$ cat src/verilog/backlight_regs_pkg.sv
package backlight_regs_pkg;

	localparam logic [7:0] ADDR_CFG    = 8'h00;
	localparam logic [7:0] ADDR_RED    = 8'h01;
	localparam logic [7:0] ADDR_GREEN  = 8'h02;
	localparam logic [7:0] ADDR_BLUE   = 8'h03;
	localparam logic [7:0] ADDR_BRIGHT = 8'h04;
	localparam logic [7:0] ADDR_BOOST  = 8'h05;

	// led_channel_config fields
	localparam int CFG_SEQ_HI = 7;
	localparam int CFG_SEQ_LO = 6;
	localparam int CFG_FADE   = 5;
	localparam int CFG_FAST   = 4;
	localparam int CFG_AUTO   = 3;
	localparam int CFG_EN_B   = 2;
	localparam int CFG_EN_G   = 1;
	localparam int CFG_EN_R   = 0;

	// brightness_select and boost fields
	localparam int BRI_SRC    = 4;
	localparam int BRI_HI     = 2;
	localparam int BRI_LO     = 0;
	localparam int BOOST_HI   = 4;

	localparam logic [7:0] CFG_RESET     = 8'h10;
	localparam logic [7:0] CURRENT_RESET = 8'h55;
	localparam logic [7:0] BRIGHT_RESET  = 8'h00;
	localparam logic [7:0] BOOST_RESET   = 8'h00;
	localparam logic [7:0] CFG_MASK      = 8'hff;
	localparam logic [7:0] BRIGHT_MASK   = 8'h17;
	localparam logic [7:0] BOOST_MASK    = 8'h1f;

	localparam logic [1:0] SEQ_OVERLAP = 2'h0;
	localparam logic [2:0] LEVEL_FULL  = 3'h7;

	// pwm timing
	localparam int CLK_PERIOD_PS      = 4000;
	localparam int PWM_SLOW_PERIOD_PS = 819672131;
	localparam int PWM_FAST_PERIOD_PS = 51229508;
	localparam int PWM_SLOW_CYC       = PWM_SLOW_PERIOD_PS / CLK_PERIOD_PS;
	localparam int PWM_FAST_CYC       = PWM_FAST_PERIOD_PS / CLK_PERIOD_PS;
	localparam int PHASE_W            = 18;

endpackage : backlight_regs_pkg

$ cat src/verilog/rgb_backlight_control_regs.sv
// Operation
// - sequencing code 00 runs all colours overlapped, 01/10/11 run two, three or four slots.
// - brightness fades one step per pwm period only while the fade enable bit 5 is set.
// - pwm period is 1.22 kHz with fast bit 4 clear and 19.52 kHz with it set.
// - compensation is active only while bit 3 of the channel config is set.
// - bits 2, 1, 0 enable the blue, green and red sinks individually.
// - each 8-bit current code is passed linearly as 0.234 mA per count.
// - all three current code registers reset to 55h.
// - channel config resets with only the fast pwm bit set.
// - with the brightness source bit clear the external brightness pin sets brightness.
// - with the source bit set the 3-bit code gives a doubling multiplier up to full.
// - the 5-bit boost code gives the target voltage in volts from 5 to 20.
`timescale 1ns/100ps
module rgb_backlight_control_regs
	import backlight_regs_pkg::*;
#(
	parameter int SLOW_CYC = PWM_SLOW_CYC,
	parameter int FAST_CYC = PWM_FAST_CYC
) (
	input  wire logic       clk,
	input  wire logic       reset_n,
	input  wire logic       wr_en,
	input  wire logic       rd_en,
	input  wire logic [7:0] addr,
	input  wire logic [7:0] wr_data,
	output      logic [7:0] rd_data,
	input  wire logic       brightness_pin,
	output      logic       red_led_sink,
	output      logic       green_led_sink,
	output      logic       blue_led_sink,
	output      logic [7:0] red_current_code,
	output      logic [7:0] green_current_code,
	output      logic [7:0] blue_current_code,
	output      logic       compensation_enable,
	output      logic [4:0] boost_voltage_code
);

	logic [7:0]         cfg_reg;
	logic [7:0]         red_reg;
	logic [7:0]         green_reg;
	logic [7:0]         blue_reg;
	logic [7:0]         bright_reg;
	logic [7:0]         boost_reg;
	logic [2:0]         level_reg;
	logic [1:0]         slot_reg;
	logic [2:0]         pin_sync_reg;
	logic               pin_level_reg;
	logic [PHASE_W-1:0] period_cyc;
	logic [PHASE_W-1:0] phase;
	logic               period_start;
	logic               pwm_on;
	logic [2:0]         slot_ok;
	logic [1:0]         order_mode;
	logic [2:0]         target;

	assign order_mode = cfg_reg[CFG_SEQ_HI:CFG_SEQ_LO];
	assign target     = bright_reg[BRI_HI:BRI_LO];

	function automatic logic [7:0] masked_write(input logic [7:0] data, input logic [7:0] mask);
		masked_write = data & mask;
	endfunction : masked_write

	function automatic logic duty_on(input logic [PHASE_W-1:0] ph,
		input logic [PHASE_W-1:0] per, input logic [2:0] lvl);
		duty_on = (lvl == LEVEL_FULL) || (ph < (per >> (3'd7 - lvl)));
	endfunction : duty_on

	// slot of a colour: red 0, green 1, blue 2 folded back to 0 in the two-slot cycle
	function automatic logic [1:0] colour_slot(input logic [1:0] colour, input logic [1:0] mode);
		if (mode == 2'h1 && colour == 2'h2) begin
			colour_slot = 2'h0;
		end else begin
			colour_slot = colour;
		end
	endfunction : colour_slot

	// register writes
	always_ff @(posedge clk or negedge reset_n) begin
		if (!reset_n) begin
			cfg_reg <= CFG_RESET;
		end else if (wr_en && addr == ADDR_CFG) begin
			cfg_reg <= masked_write(wr_data, CFG_MASK);
		end
	end

	always_ff @(posedge clk or negedge reset_n) begin
		if (!reset_n) begin
			red_reg   <= CURRENT_RESET;
			green_reg <= CURRENT_RESET;
			blue_reg  <= CURRENT_RESET;
		end else if (wr_en) begin
			if (addr == ADDR_RED) begin
				red_reg <= wr_data;
			end
			if (addr == ADDR_GREEN) begin
				green_reg <= wr_data;
			end
			if (addr == ADDR_BLUE) begin
				blue_reg <= wr_data;
			end
		end
	end

	always_ff @(posedge clk or negedge reset_n) begin
		if (!reset_n) begin
			bright_reg <= BRIGHT_RESET;
			boost_reg  <= BOOST_RESET;
		end else if (wr_en) begin
			if (addr == ADDR_BRIGHT) begin
				bright_reg <= masked_write(wr_data, BRIGHT_MASK);
			end
			if (addr == ADDR_BOOST) begin
				boost_reg <= masked_write(wr_data, BOOST_MASK);
			end
		end
	end

	// registered read, unmapped addresses return zero
	always_ff @(posedge clk or negedge reset_n) begin
		if (!reset_n) begin
			rd_data <= 8'h00;
		end else if (rd_en) begin
			unique case (addr)
				ADDR_CFG:    rd_data <= cfg_reg;
				ADDR_RED:    rd_data <= red_reg;
				ADDR_GREEN:  rd_data <= green_reg;
				ADDR_BLUE:   rd_data <= blue_reg;
				ADDR_BRIGHT: rd_data <= bright_reg & BRIGHT_MASK;
				ADDR_BOOST:  rd_data <= boost_reg & BOOST_MASK;
				default:     rd_data <= 8'h00;
			endcase
		end
	end

	// brightness pin: three stages, change taken once stages two and three agree
	always_ff @(posedge clk or negedge reset_n) begin
		if (!reset_n) begin
			pin_sync_reg <= 3'h0;
		end else begin
			pin_sync_reg <= {pin_sync_reg[1:0], brightness_pin};
		end
	end

	always_ff @(posedge clk or negedge reset_n) begin
		if (!reset_n) begin
			pin_level_reg <= 1'b0;
		end else if (pin_sync_reg[1] == pin_sync_reg[2]) begin
			pin_level_reg <= pin_sync_reg[2];
		end
	end

	assign period_cyc = cfg_reg[CFG_FAST] ? PHASE_W'(FAST_CYC) : PHASE_W'(SLOW_CYC);

	pwm_frame_timer #(
		.WIDTH (PHASE_W)
	) u_timer (
		.clk          (clk),
		.reset_n      (reset_n),
		.period_cyc   (period_cyc),
		.phase        (phase),
		.period_start (period_start)
	);

	// fade walks the level one code per period toward the target
	always_ff @(posedge clk or negedge reset_n) begin
		if (!reset_n) begin
			level_reg <= 3'h0;
		end else if (!cfg_reg[CFG_FADE]) begin
			level_reg <= target;
		end else if (period_start) begin
			if (level_reg < target) begin
				level_reg <= level_reg + 3'h1;
			end else if (level_reg > target) begin
				level_reg <= level_reg - 3'h1;
			end
		end
	end

	// sequential slot counter wraps after order_mode+1 periods
	always_ff @(posedge clk or negedge reset_n) begin
		if (!reset_n) begin
			slot_reg <= 2'h0;
		end else if (order_mode == SEQ_OVERLAP) begin
			slot_reg <= 2'h0;
		end else if (period_start) begin
			slot_reg <= (slot_reg >= order_mode) ? 2'h0 : slot_reg + 2'h1;
		end
	end

	always_comb begin
		if (order_mode == SEQ_OVERLAP) begin
			slot_ok = 3'h7;
		end else begin
			slot_ok[0] = (slot_reg == colour_slot(2'h0, order_mode));
			slot_ok[1] = (slot_reg == colour_slot(2'h1, order_mode));
			slot_ok[2] = (slot_reg == colour_slot(2'h2, order_mode));
		end
	end

	assign pwm_on = bright_reg[BRI_SRC] ? duty_on(phase, period_cyc, level_reg)
		: pin_level_reg;

	always_ff @(posedge clk or negedge reset_n) begin
		if (!reset_n) begin
			red_led_sink   <= 1'b0;
			green_led_sink <= 1'b0;
			blue_led_sink  <= 1'b0;
		end else begin
			red_led_sink   <= cfg_reg[CFG_EN_R] & slot_ok[0] & pwm_on;
			green_led_sink <= cfg_reg[CFG_EN_G] & slot_ok[1] & pwm_on;
			blue_led_sink  <= cfg_reg[CFG_EN_B] & slot_ok[2] & pwm_on;
		end
	end

	// current codes pass straight to the linear sink dacs
	always_ff @(posedge clk or negedge reset_n) begin
		if (!reset_n) begin
			red_current_code    <= CURRENT_RESET;
			green_current_code  <= CURRENT_RESET;
			blue_current_code   <= CURRENT_RESET;
			compensation_enable <= 1'b0;
			boost_voltage_code  <= 5'h00;
		end else begin
			red_current_code    <= red_reg;
			green_current_code  <= green_reg;
			blue_current_code   <= blue_reg;
			compensation_enable <= cfg_reg[CFG_AUTO];
			boost_voltage_code  <= boost_reg[BOOST_HI:0];
		end
	end
endmodule : rgb_backlight_control_regs

$ cat src/verilog/pwm_frame_timer.sv
`timescale 1ns/100ps
module pwm_frame_timer
	import backlight_regs_pkg::*;
#(
	parameter int WIDTH = PHASE_W
) (
	input  wire logic             clk,
	input  wire logic             reset_n,
	input  wire logic [WIDTH-1:0] period_cyc,
	output      logic [WIDTH-1:0] phase,
	output      logic             period_start
);

	always_ff @(posedge clk or negedge reset_n) begin
		if (!reset_n) begin
			phase <= '0;
		end else if (period_start || phase >= period_cyc - WIDTH'(1)) begin
			phase <= '0;
		end else begin
			phase <= phase + WIDTH'(1);
		end
	end

	// one-cycle pulse on the last cycle of each period
	always_ff @(posedge clk or negedge reset_n) begin
		if (!reset_n) begin
			period_start <= 1'b0;
		end else begin
			period_start <= (phase == period_cyc - WIDTH'(2));
		end
	end

endmodule : pwm_frame_timer

$ cat config.mk
export PLATFORM = sky130hd
export DESIGN_NAME = rgb_backlight_control_regs
export DESIGN_NICKNAME = d
export VERILOG_FILES = /design/src/verilog/backlight_regs_pkg.sv /design/src/verilog/rgb_backlight_control_regs.sv /design/src/verilog/pwm_frame_timer.sv
export SDC_FILE = /design/constraint.sdc
export NUM_CORES = 1
export LEC_CHECK = 0
export BUFFER_PORTS_ARGS = -buffer_cell sky130_fd_sc_hd__buf_2
export CAP_MARGIN = 20
export CORE_MARGIN = 2
export CORE_UTILIZATION = 25
export CTS_CLUSTER_SIZE = 30
export DETAILED_ROUTE_END_ITERATION = 8
export GPL_TIMING_DRIVEN = 0
export REMOVE_ABC_BUFFERS = 1
export SLEW_MARGIN = 20
export SYNTH_ARGS = -nofsm -noshare
export SYNTH_HDL_FRONTEND = slang
export SYNTH_SLANG_ARGS = --single-unit
$ cat constraint.sdc
create_clock -name clk -period 5 [get_ports clk]
set_input_delay 1 -clock clk [delete_from_list [all_inputs] [get_ports clk]]
set_output_delay 1 -clock clk [all_outputs]
set_load 0.01 [all_outputs]
==> impl_metrics.tcl, run 1 <==
set metrics [dict create \
    p_leak_nw 2.95 \
    yosys_warnings 0 \
    placed_area_um2 6050 \
    layout_commonest_cell "dfrtp_1" \
    grt_max_degree 83 \
    routabilityCongestion 0.797 \
    rsz0062_at_grt "no" \
    die_w_um 152 \
    root_buffer "clkbuf_16" \
    hold_ws_ps 351 \
    ctsHoldBuffers 0 \
    async_flop_share 1.00 \
    worst_setup_path_start_kind "flip-flop" \
    num_antenna_cells 0 \
    antenna_found_initial 0 \
    clock_path_buffers 2 \
    ys.flop_type "dfrtp_1" \
    routed_wl_mm 12.4 \
    required_ps 5180 \
    start_util 0.256 \
    max_freq_mhz 321 \
    largest_reg_flops 18 \
    regMostFlops "u_timer.phase" \
    die_y_um 152 \
    postCtsResizedCells 0 \
    period_minus_slack_ps 3110 \
    hold_viol 0 \
    clkSinkCount 110 \
    irDropWorstVdd_uv 158 \
    drtIter0Drc 226 \
    crit_type "reg -> reg" \
    syn_area_um2 5440 \
    insertion_delay_ps 350 \
    dp_hpwl_mm 8.94 \
    synth_seq_cells 110 \
    grt_pass1_vias 3750 \
    hold_class "reg -> reg" \
    avgRoutedWirePerCell_um 15.3 \
    finalMaxSlewViolations 0 \
    pin_count 62 \
    fin_cells 814 \
    rows 53 \
    ant_nets 0 \
    dieArea_um2 23000 \
    drtPass1Iterations 5 \
    critPathMaxFanout 14 \
    clkTransAtPathRegs_ps 80 \
    worst_slew_pin_slew_ps 784 \
    finalCritPeriodShare 0.622 \
    track_usage 0.112 \
    cts_setup_buffers 0 \
    setup_violations 0 \
    max-cap-violations 0 \
    cts-htree-levels 3 \
    io_buffer_count 61 \
    avgSynthCellArea_um2 11.4 \
    dp.cells 798 \
    cts_buffers 9 \
    drive_above_1_share 0.295 \
    synth_edf_count 0 \
    seq_area_frac_synth 0.512 \
    vias 3779 \
    synth_cell_types 60 \
    area_delta_synth_final_pct 16.4 \
    clock_skew_ps 8.05 \
    setup_tns_ps 0 \
    grt_pass1_wl_mm 20.0 \
    cts_tree "yes" \
    critPathCaptureType "flip-flop" \
    drc 0 \
    coreArea_um2 21200 \
    grt.overflow.total 0 \
    power_density_nw_per_um2 290 \
    power.total_mw 1.84 \
    final_area_um2 6340 \
    maxSlewHeadroom 0.476 \
    fin_nets 590 \
    viasPerCell 4.64 \
    mostFrequentLayoutCells "dfrtp_1, buf_2, mux2_2" \
    synthCells 476 \
    cp.arrival_ps 3290 \
    outcome "finished, final reports clean" \
]
## metrics by stage
step | worst slack (ps) | utilization
after floorplan | 2420 | -
after global placement | 1590 | 0.284
after detailed placement | 1940 | 0.285
after CTS | 1910 | 0.299
after global routing | 1630 | 0.299
final | 1890 | 0.299
## synthesized netlist by cell type, types with 3 or more instances
cell type  instances  area share
xnor2_1            6      0.0097
mux2i_1            4      0.0074
xor2_1            10       0.016
nor3_1             5      0.0046
ha_1              34       0.078
nand3b_1           7      0.0097
o21ai_0           21       0.019
clkbuf_1           8      0.0055
mux2_2            43       0.089
inv_1             21       0.014
a31oi_1            3      0.0034
dfstp_2           25        0.12
a21oi_1           19       0.017
nand3_1           17       0.016
and3_1             3      0.0034
nor2b_1            7      0.0080
nand4_1            8      0.0092
dfrtp_1           85        0.39
nand2b_1           7      0.0080
buf_4              4      0.0055
a21o_1             4      0.0055
nand4b_1           5      0.0080
nor4_1             3      0.0034
a22oi_1            4      0.0055
nor2_1            38       0.026
mux4_2             4       0.017
nand2_1           35       0.024
o21a_1             3      0.0041
o221ai_1           5      0.0080
## per-layer routing
metal	vias to the layer above	global-route usage	wire length [um]
li1	1827	-	-
met1	1875	0.154	5830
met2	60	0.175	6010
met3	17	0.0177	339
met4	0	0.0444	268
met5	-	0	0
## layout make-up
cell class / count / area, um2
Sequential cell: 110 / 2780
Clock inverter: 6 / 55.1
Tap cell: 275 / 344
Multi-Input combinational cell: 330 / 2510
Timing Repair Buffer: 62 / 339
Clock buffer: 10 / 229
Fill cell: 2208 / 14900
Inverter: 21 / 78.8
## critical path, stage by stage (launching register included)
cell and delay (ps):
dfrtp_1 610, nor2b_1 500, nand2_1 150, ha_1 330, a21o_1 180, a21o_1 170
a211oi_1 400, o2111ai_1 170, o21ai_0 440
## path summary, 6_finish.rpt
| kind | start | endpoint | slack (ps) | cells after the start |
|---|---|---|---|---|
| setup reg to reg | level_reg[2] | red_led_sink | 1890 | 8 |
| hold / removal | pin_sync_reg[0] | pin_sync_reg[1] | 350 | 0 |
| setup / recovery | level_reg[2] | red_led_sink | 1890 | 8 |
| hold reg to reg | pin_sync_reg[0] | pin_sync_reg[1] | 350 | 0 |
| max in group asynchronous | reset_n | blue_reg[4] | 3750 | 2 |
| min in group asynchronous | reset_n | u_timer.phase[8] | 530 | 1 |
## power by group
group          internal, mW  total, mW  switching, mW
combinational        0.0768      0.185          0.108
sequential            0.929      0.960         0.0311
clock                 0.348      0.691          0.343
total                  1.35       1.84          0.483
## cell families after synthesis
logic type      synth area share
buf+inv                   0.0278
compound gates            0.0899
mux                        0.113
flops                      0.512
fa+ha+maj                 0.0837
xor+xnor                  0.0258
simple gates               0.148
Note: power is estimated with default switching activity, not from simulation.
==> run 2, diff against run 1 <==
- clock period: 5 -> 3.15 ns (I/O delays scaled with it)
==> run 2 against run 1 <==
Non-clock buffer count unchanged. Global-route usage unchanged. Core utilization is essentially flat.
==> impl_metrics.tcl, run 2 (same netlist as run 1, synthesis figures left out) <==
set metrics [dict create \
    outcome "finished, final reports clean" \
    critPathMaxFanout 14 \
    clock_path_buffers 2 \
    drive_above_1_share 0.299 \
    clockPowerShare 0.376 \
    rows 53 \
    required_ps 3350 \
    cts_tree "yes" \
    irDropWorstVdd_uv 250 \
    fillers 2207 \
    routed_wl_mm 12.5 \
    area_delta_synth_final_pct 16.5 \
    worst_slew_pin_slew_ps 785 \
    drtIter0Drc 249 \
    crit_slowest_cell "dfrtp_1" \
    vias 3778 \
    coreArea_um2 21200 \
    largest_reg_flops 18 \
    dieArea_um2 23000 \
    viasPerCell 4.64 \
    grt_use_met3 0.0177 \
    hold_class "in -> async" \
    slowest_delay_ps 610 \
    p_sw_frac 0.263 \
    clkSinkCount 110 \
    insertion_delay_ps 340 \
    crit_type "reg -> reg" \
    grt_util_met2 0.175 \
    die_w_um 152 \
    worst_setup_path_start_kind "flip-flop" \
    max-cap-violations 0 \
    grt.overflow.total 0 \
    io_buffer_count 61 \
    root_buffer "clkbuf_16" \
    crit_chain "nor2b_2 -> nand2_1 -> ha_1 -> a21o_1 -> a21o_1 -> a211oi_1 -> o2111ai_1 -> o21ai_0" \
    cts-htree-levels 3 \
    layout_commonest_cell "dfrtp_1" \
    p_leak_nw 2.95 \
    placed_area_um2 6050 \
    drtPass1Iterations 4 \
    grt_max_degree 83 \
    post-route-util 0.299 \
    reg2reg_setup_slack_ps 250 \
    start_util 0.256 \
    cts_buffers 9 \
    setup_violations 0 \
    finalMaxSlewViolations 0 \
    mostFrequentLayoutCells "dfrtp_1, buf_2, mux2_2" \
    p_sw_mw 0.766 \
    num_antenna_cells 0 \
    finalCritPeriodShare 0.921 \
    grt_pass1_wl_mm 20.0 \
    internal-power_mw 2.15 \
    setup_tns_ps 0 \
    clkTransAtPathRegs_ps 80 \
    die_y_um 152 \
    hold_viol 0 \
    cp.arrival_ps 3100 \
    final_area_um2 6340 \
    busiest_layer "met2" \
    routabilityCongestion 0.797 \
    power.total_mw 2.92 \
    antenna_found_initial 0 \
    clock_skew_ps 7.41 \
    cts_setup_buffers 0 \
    period_minus_slack_ps 2900 \
    cp_common_cell "a21o_1" \
    dp.cells 798 \
    ant_nets 0 \
    power_density_nw_per_um2 460 \
    grt_pass1_vias 3750 \
    track_usage 0.112 \
    rsz0062_at_grt "no" \
    pin_count 62 \
    dp_hpwl_mm 8.94 \
    fin_nets 590 \
    fin_cells 814 \
    regMostFlops "u_timer.phase" \
    avgRoutedWirePerCell_um 15.3 \
    comb_power_share 0.101 \
    maxSlewHeadroom 0.475 \
    drc 0 \
    power_frac_seq 0.523 \
    use_met1 0.154 \
    critPathCaptureType "flip-flop" \
    max_freq_mhz 345 \
]
==> run 2: per-layer routing <==
metal | vias to the layer above | wire [um] | part of all wire
li1 | 1828 | - | -
met1 | 1871 | 5880 | 0.47
met2 | 64 | 6010 | 0.48
met3 | 15 | 321 | 0.026
met4 | 0 | 259 | 0.021
met5 | - | 0 | 0
==> run 2: through the flow <==
stage / worst slack [ps] / hold slack [ps]
finish: 250 / 156
global route: 39.6 / 169
CTS: 57.9 / 159
detailed placement: 89.0 / 336
global placement: 112 / 332
floorplan: 767 / 331
==> run 2: power groups by stage <==
stage	logic [mW]	registers, mW	clock network, mW
floorplan	0.157	1.54	0
global placement	0.286	1.55	0
detailed placement	0.296	1.55	0
CTS	0.296	1.52	1.12
global route	0.336	1.53	1.18
finish	0.295	1.52	1.10
==> run 2: timing repair <==
| action | in CTS | in global routing |
|---|---|---|
| hold endpoints to repair | 0 | 0 |
| gates resized for setup | 0 | 3 |
| hold buffers | 0 | 0 |
| setup endpoints to repair | 0 | 3 |
==> run 2: critical path: cells and delay by family, from the launching register on <==
| kind | cells | cell delay [ps] |
|---|---|---|
| AO/OA/AOI/OAI | 5 | 1280 |
| AND/OR/NAND/NOR | 2 | 540 |
| flip-flops | 1 | 610 |
| adder cells (fa/ha/maj) | 1 | 310 |
==> run 2: layout make-up <==
cell class                 instances  area (um2)  share of cell area
tap                              275         344              0.0543
multi-input combinational        330        2510               0.396
clock buffer                      10         229              0.0361
timing repair buffer              62         339              0.0535
clock inverter                     6        55.1             0.00868
sequential                       110        2790               0.439
inverter                          21        78.8              0.0124
==> run 2: worst paths after layout <==
| path | startpoint | endpoint | cells after the start |
|---|---|---|---|
| min in group clk | pin_sync_reg[0] | pin_sync_reg[1] | 0 |
| max in group asynchronous | reset_n | blue_current_code[0] | 2 |
| worst max register to register | level_reg[2] | green_led_sink | 8 |
| worst min-delay path | reset_n | u_timer.phase[8] | 1 |
| worst max-delay path | level_reg[2] | green_led_sink | 8 |
| worst min register to register | pin_sync_reg[0] | pin_sync_reg[1] | 0 |
==> run 3, diff against run 2 <==
- CORE_UTILIZATION: 25 -> 51
- PLACE_DENSITY: default -> 0.71
- SKIP_CTS_REPAIR_TIMING: default -> 1
- SLEW_MARGIN: 20 -> default
==> run 3 against run 2 <==
Wire length is 7.6% lower. Clock power down 11%. Global-route usage grew 10 points.
==> impl_metrics.tcl, run 3 (same netlist as run 1, synthesis figures left out) <==
set metrics [dict create \
    root_buffer "clkbuf_8" \
    grt.overflow.total 0 \
    clock_path_buffers 2 \
    critPathMaxFanout 16 \
    dp_hpwl_mm 8.21 \
    required_ps 3410 \
    outcome "finished, final reports clean" \
    max-cap-violations 0 \
    coreArea_um2 10300 \
    timing.rr.end "green_led_sink" \
    p_leak_nw 2.93 \
    routabilityCongestion 0.883 \
    clkTransAtPathRegs_ps 120 \
    drtPass1Iterations 4 \
    area_delta_synth_final_pct 12.4 \
    vias 3826 \
    mostFrequentLayoutCells "dfrtp_1, buf_2, mux2_2" \
    crit_type "reg -> reg" \
    irDropWorstVdd_uv 286 \
    die_w_um 107 \
    power_density_nw_per_um2 456 \
    max_freq_mhz 356 \
    grt_max_degree 77 \
    pin_count 62 \
    finalCritPeriodShare 0.892 \
    io_buffer_count 61 \
    setup_tns_ps 0 \
    clock_skew_ps 11.9 \
    drtIter0Drc 285 \
    cts-htree-levels 3 \
    cts_buffers 9 \
    track_usage 0.215 \
    num_antenna_cells 0 \
    drc 0 \
    routed_wl_mm 11.5 \
    hold_viol 0 \
    largest_reg_flops 18 \
    layout_commonest_cell "dfrtp_1" \
    dieArea_um2 11500 \
    fin_nets 590 \
    setup_violations 0 \
    reg2reg_depth 10 \
    finalMaxSlewViolations 0 \
    r2r-start "level_reg[1]" \
    worst_setup_path_start_kind "flip-flop" \
    insertion_delay_ps 380 \
    reg2reg_setup_slack_ps 340 \
    rows 37 \
    maxSlewHeadroom 0.485 \
    period_minus_slack_ps 2810 \
    rsz0062_at_grt "no" \
    avgRoutedWirePerCell_um 17.1 \
    cts_tree "yes" \
    hold_ws_ps 191 \
    regMostFlops "u_timer.phase" \
    cp.arrival_ps 3070 \
    drive_above_1_share 0.299 \
    critPathCaptureType "flip-flop" \
    viasPerCell 5.67 \
    grt_pass1_vias 3726 \
    clkSinkCount 110 \
    antenna_found_initial 0 \
    die_y_um 107 \
    worst_slew_pin_slew_ps 771 \
    hold_class "in -> async" \
    start_util 0.527 \
    ant_nets 0 \
    grt_pass1_wl_mm 18.9 \
]
run 3: worst max-delay path by stage:
| stage | from | to | slack, ps | depth (start not counted) |
|---|---|---|---|---|
| after floorplan | level_reg[1] | level_reg[2] | 770 | 10 |
| after global placement | reset_n | red_reg[7] | 280 | 1 |
| after detailed placement | level_reg[2] | green_led_sink | 240 | 8 |
| after CTS | level_reg[2] | green_led_sink | 200 | 8 |
| after global routing | level_reg[1] | green_led_sink | 8 | 10 |
| final | level_reg[1] | green_led_sink | 340 | 10 |
run 3: metal layers:
| metal | up-vias | wire length (um) | global-route usage |
|---|---|---|---|
| li1 | 1827 | - | - |
| met1 | 1907 | 5390 | 0.302 |
| met2 | 80 | 5530 | 0.336 |
| met3 | 12 | 413 | 0.0351 |
| met4 | 0 | 190 | 0.0816 |
| met5 | - | 0 | 0 |
run 3: area by class of cell:
type / instances / area [um2]
timing repair buffer: 62 / 335
multi-input combinational: 330 / 2510
clock inverter: 6 / 105
clock buffer: 10 / 128
sequential: 110 / 2780
inverter: 21 / 78.8
fill: 857 / 4210
tap: 136 / 170
run 3: stage by stage:
stage / std cells / utilization / setup WS (ps) / area [um2] / power [mW]
6_report: 675 / 0.592 / 340 / 6110 / 2.79
5_1_grt: 675 / 0.592 / 8.32 / 6110 / 2.91
4_1_cts: 675 / 0.592 / 197 / 6110 / 2.81
3_5_place_dp: 659 / 0.569 / 239 / 5870 / 1.84
3_3_place_gp: 658 / 0.566 / 280 / 5840 / 1.82
2_1_floorplan: 461 / - / 767 / 5370 / 1.70
run 3: where the power goes:
group	switching, mW	total, mW	internal [mW]
Combinational	0.169	0.292	0.123
Clock	0.510	0.975	0.465
Sequential	0.0463	1.52	1.47
Total	0.725	2.79	2.06
run 3: critical path, cell delays in order (launching register included):
cell and delay, ps:
dfrtp_1 670, inv_1 210, nand2_1 180, o21ai_0 100, a22oi_1 180, ha_1 290, a21o_1 170, a221o_1 310
nand2_1 140, o2111ai_1 130, o21ai_0 300
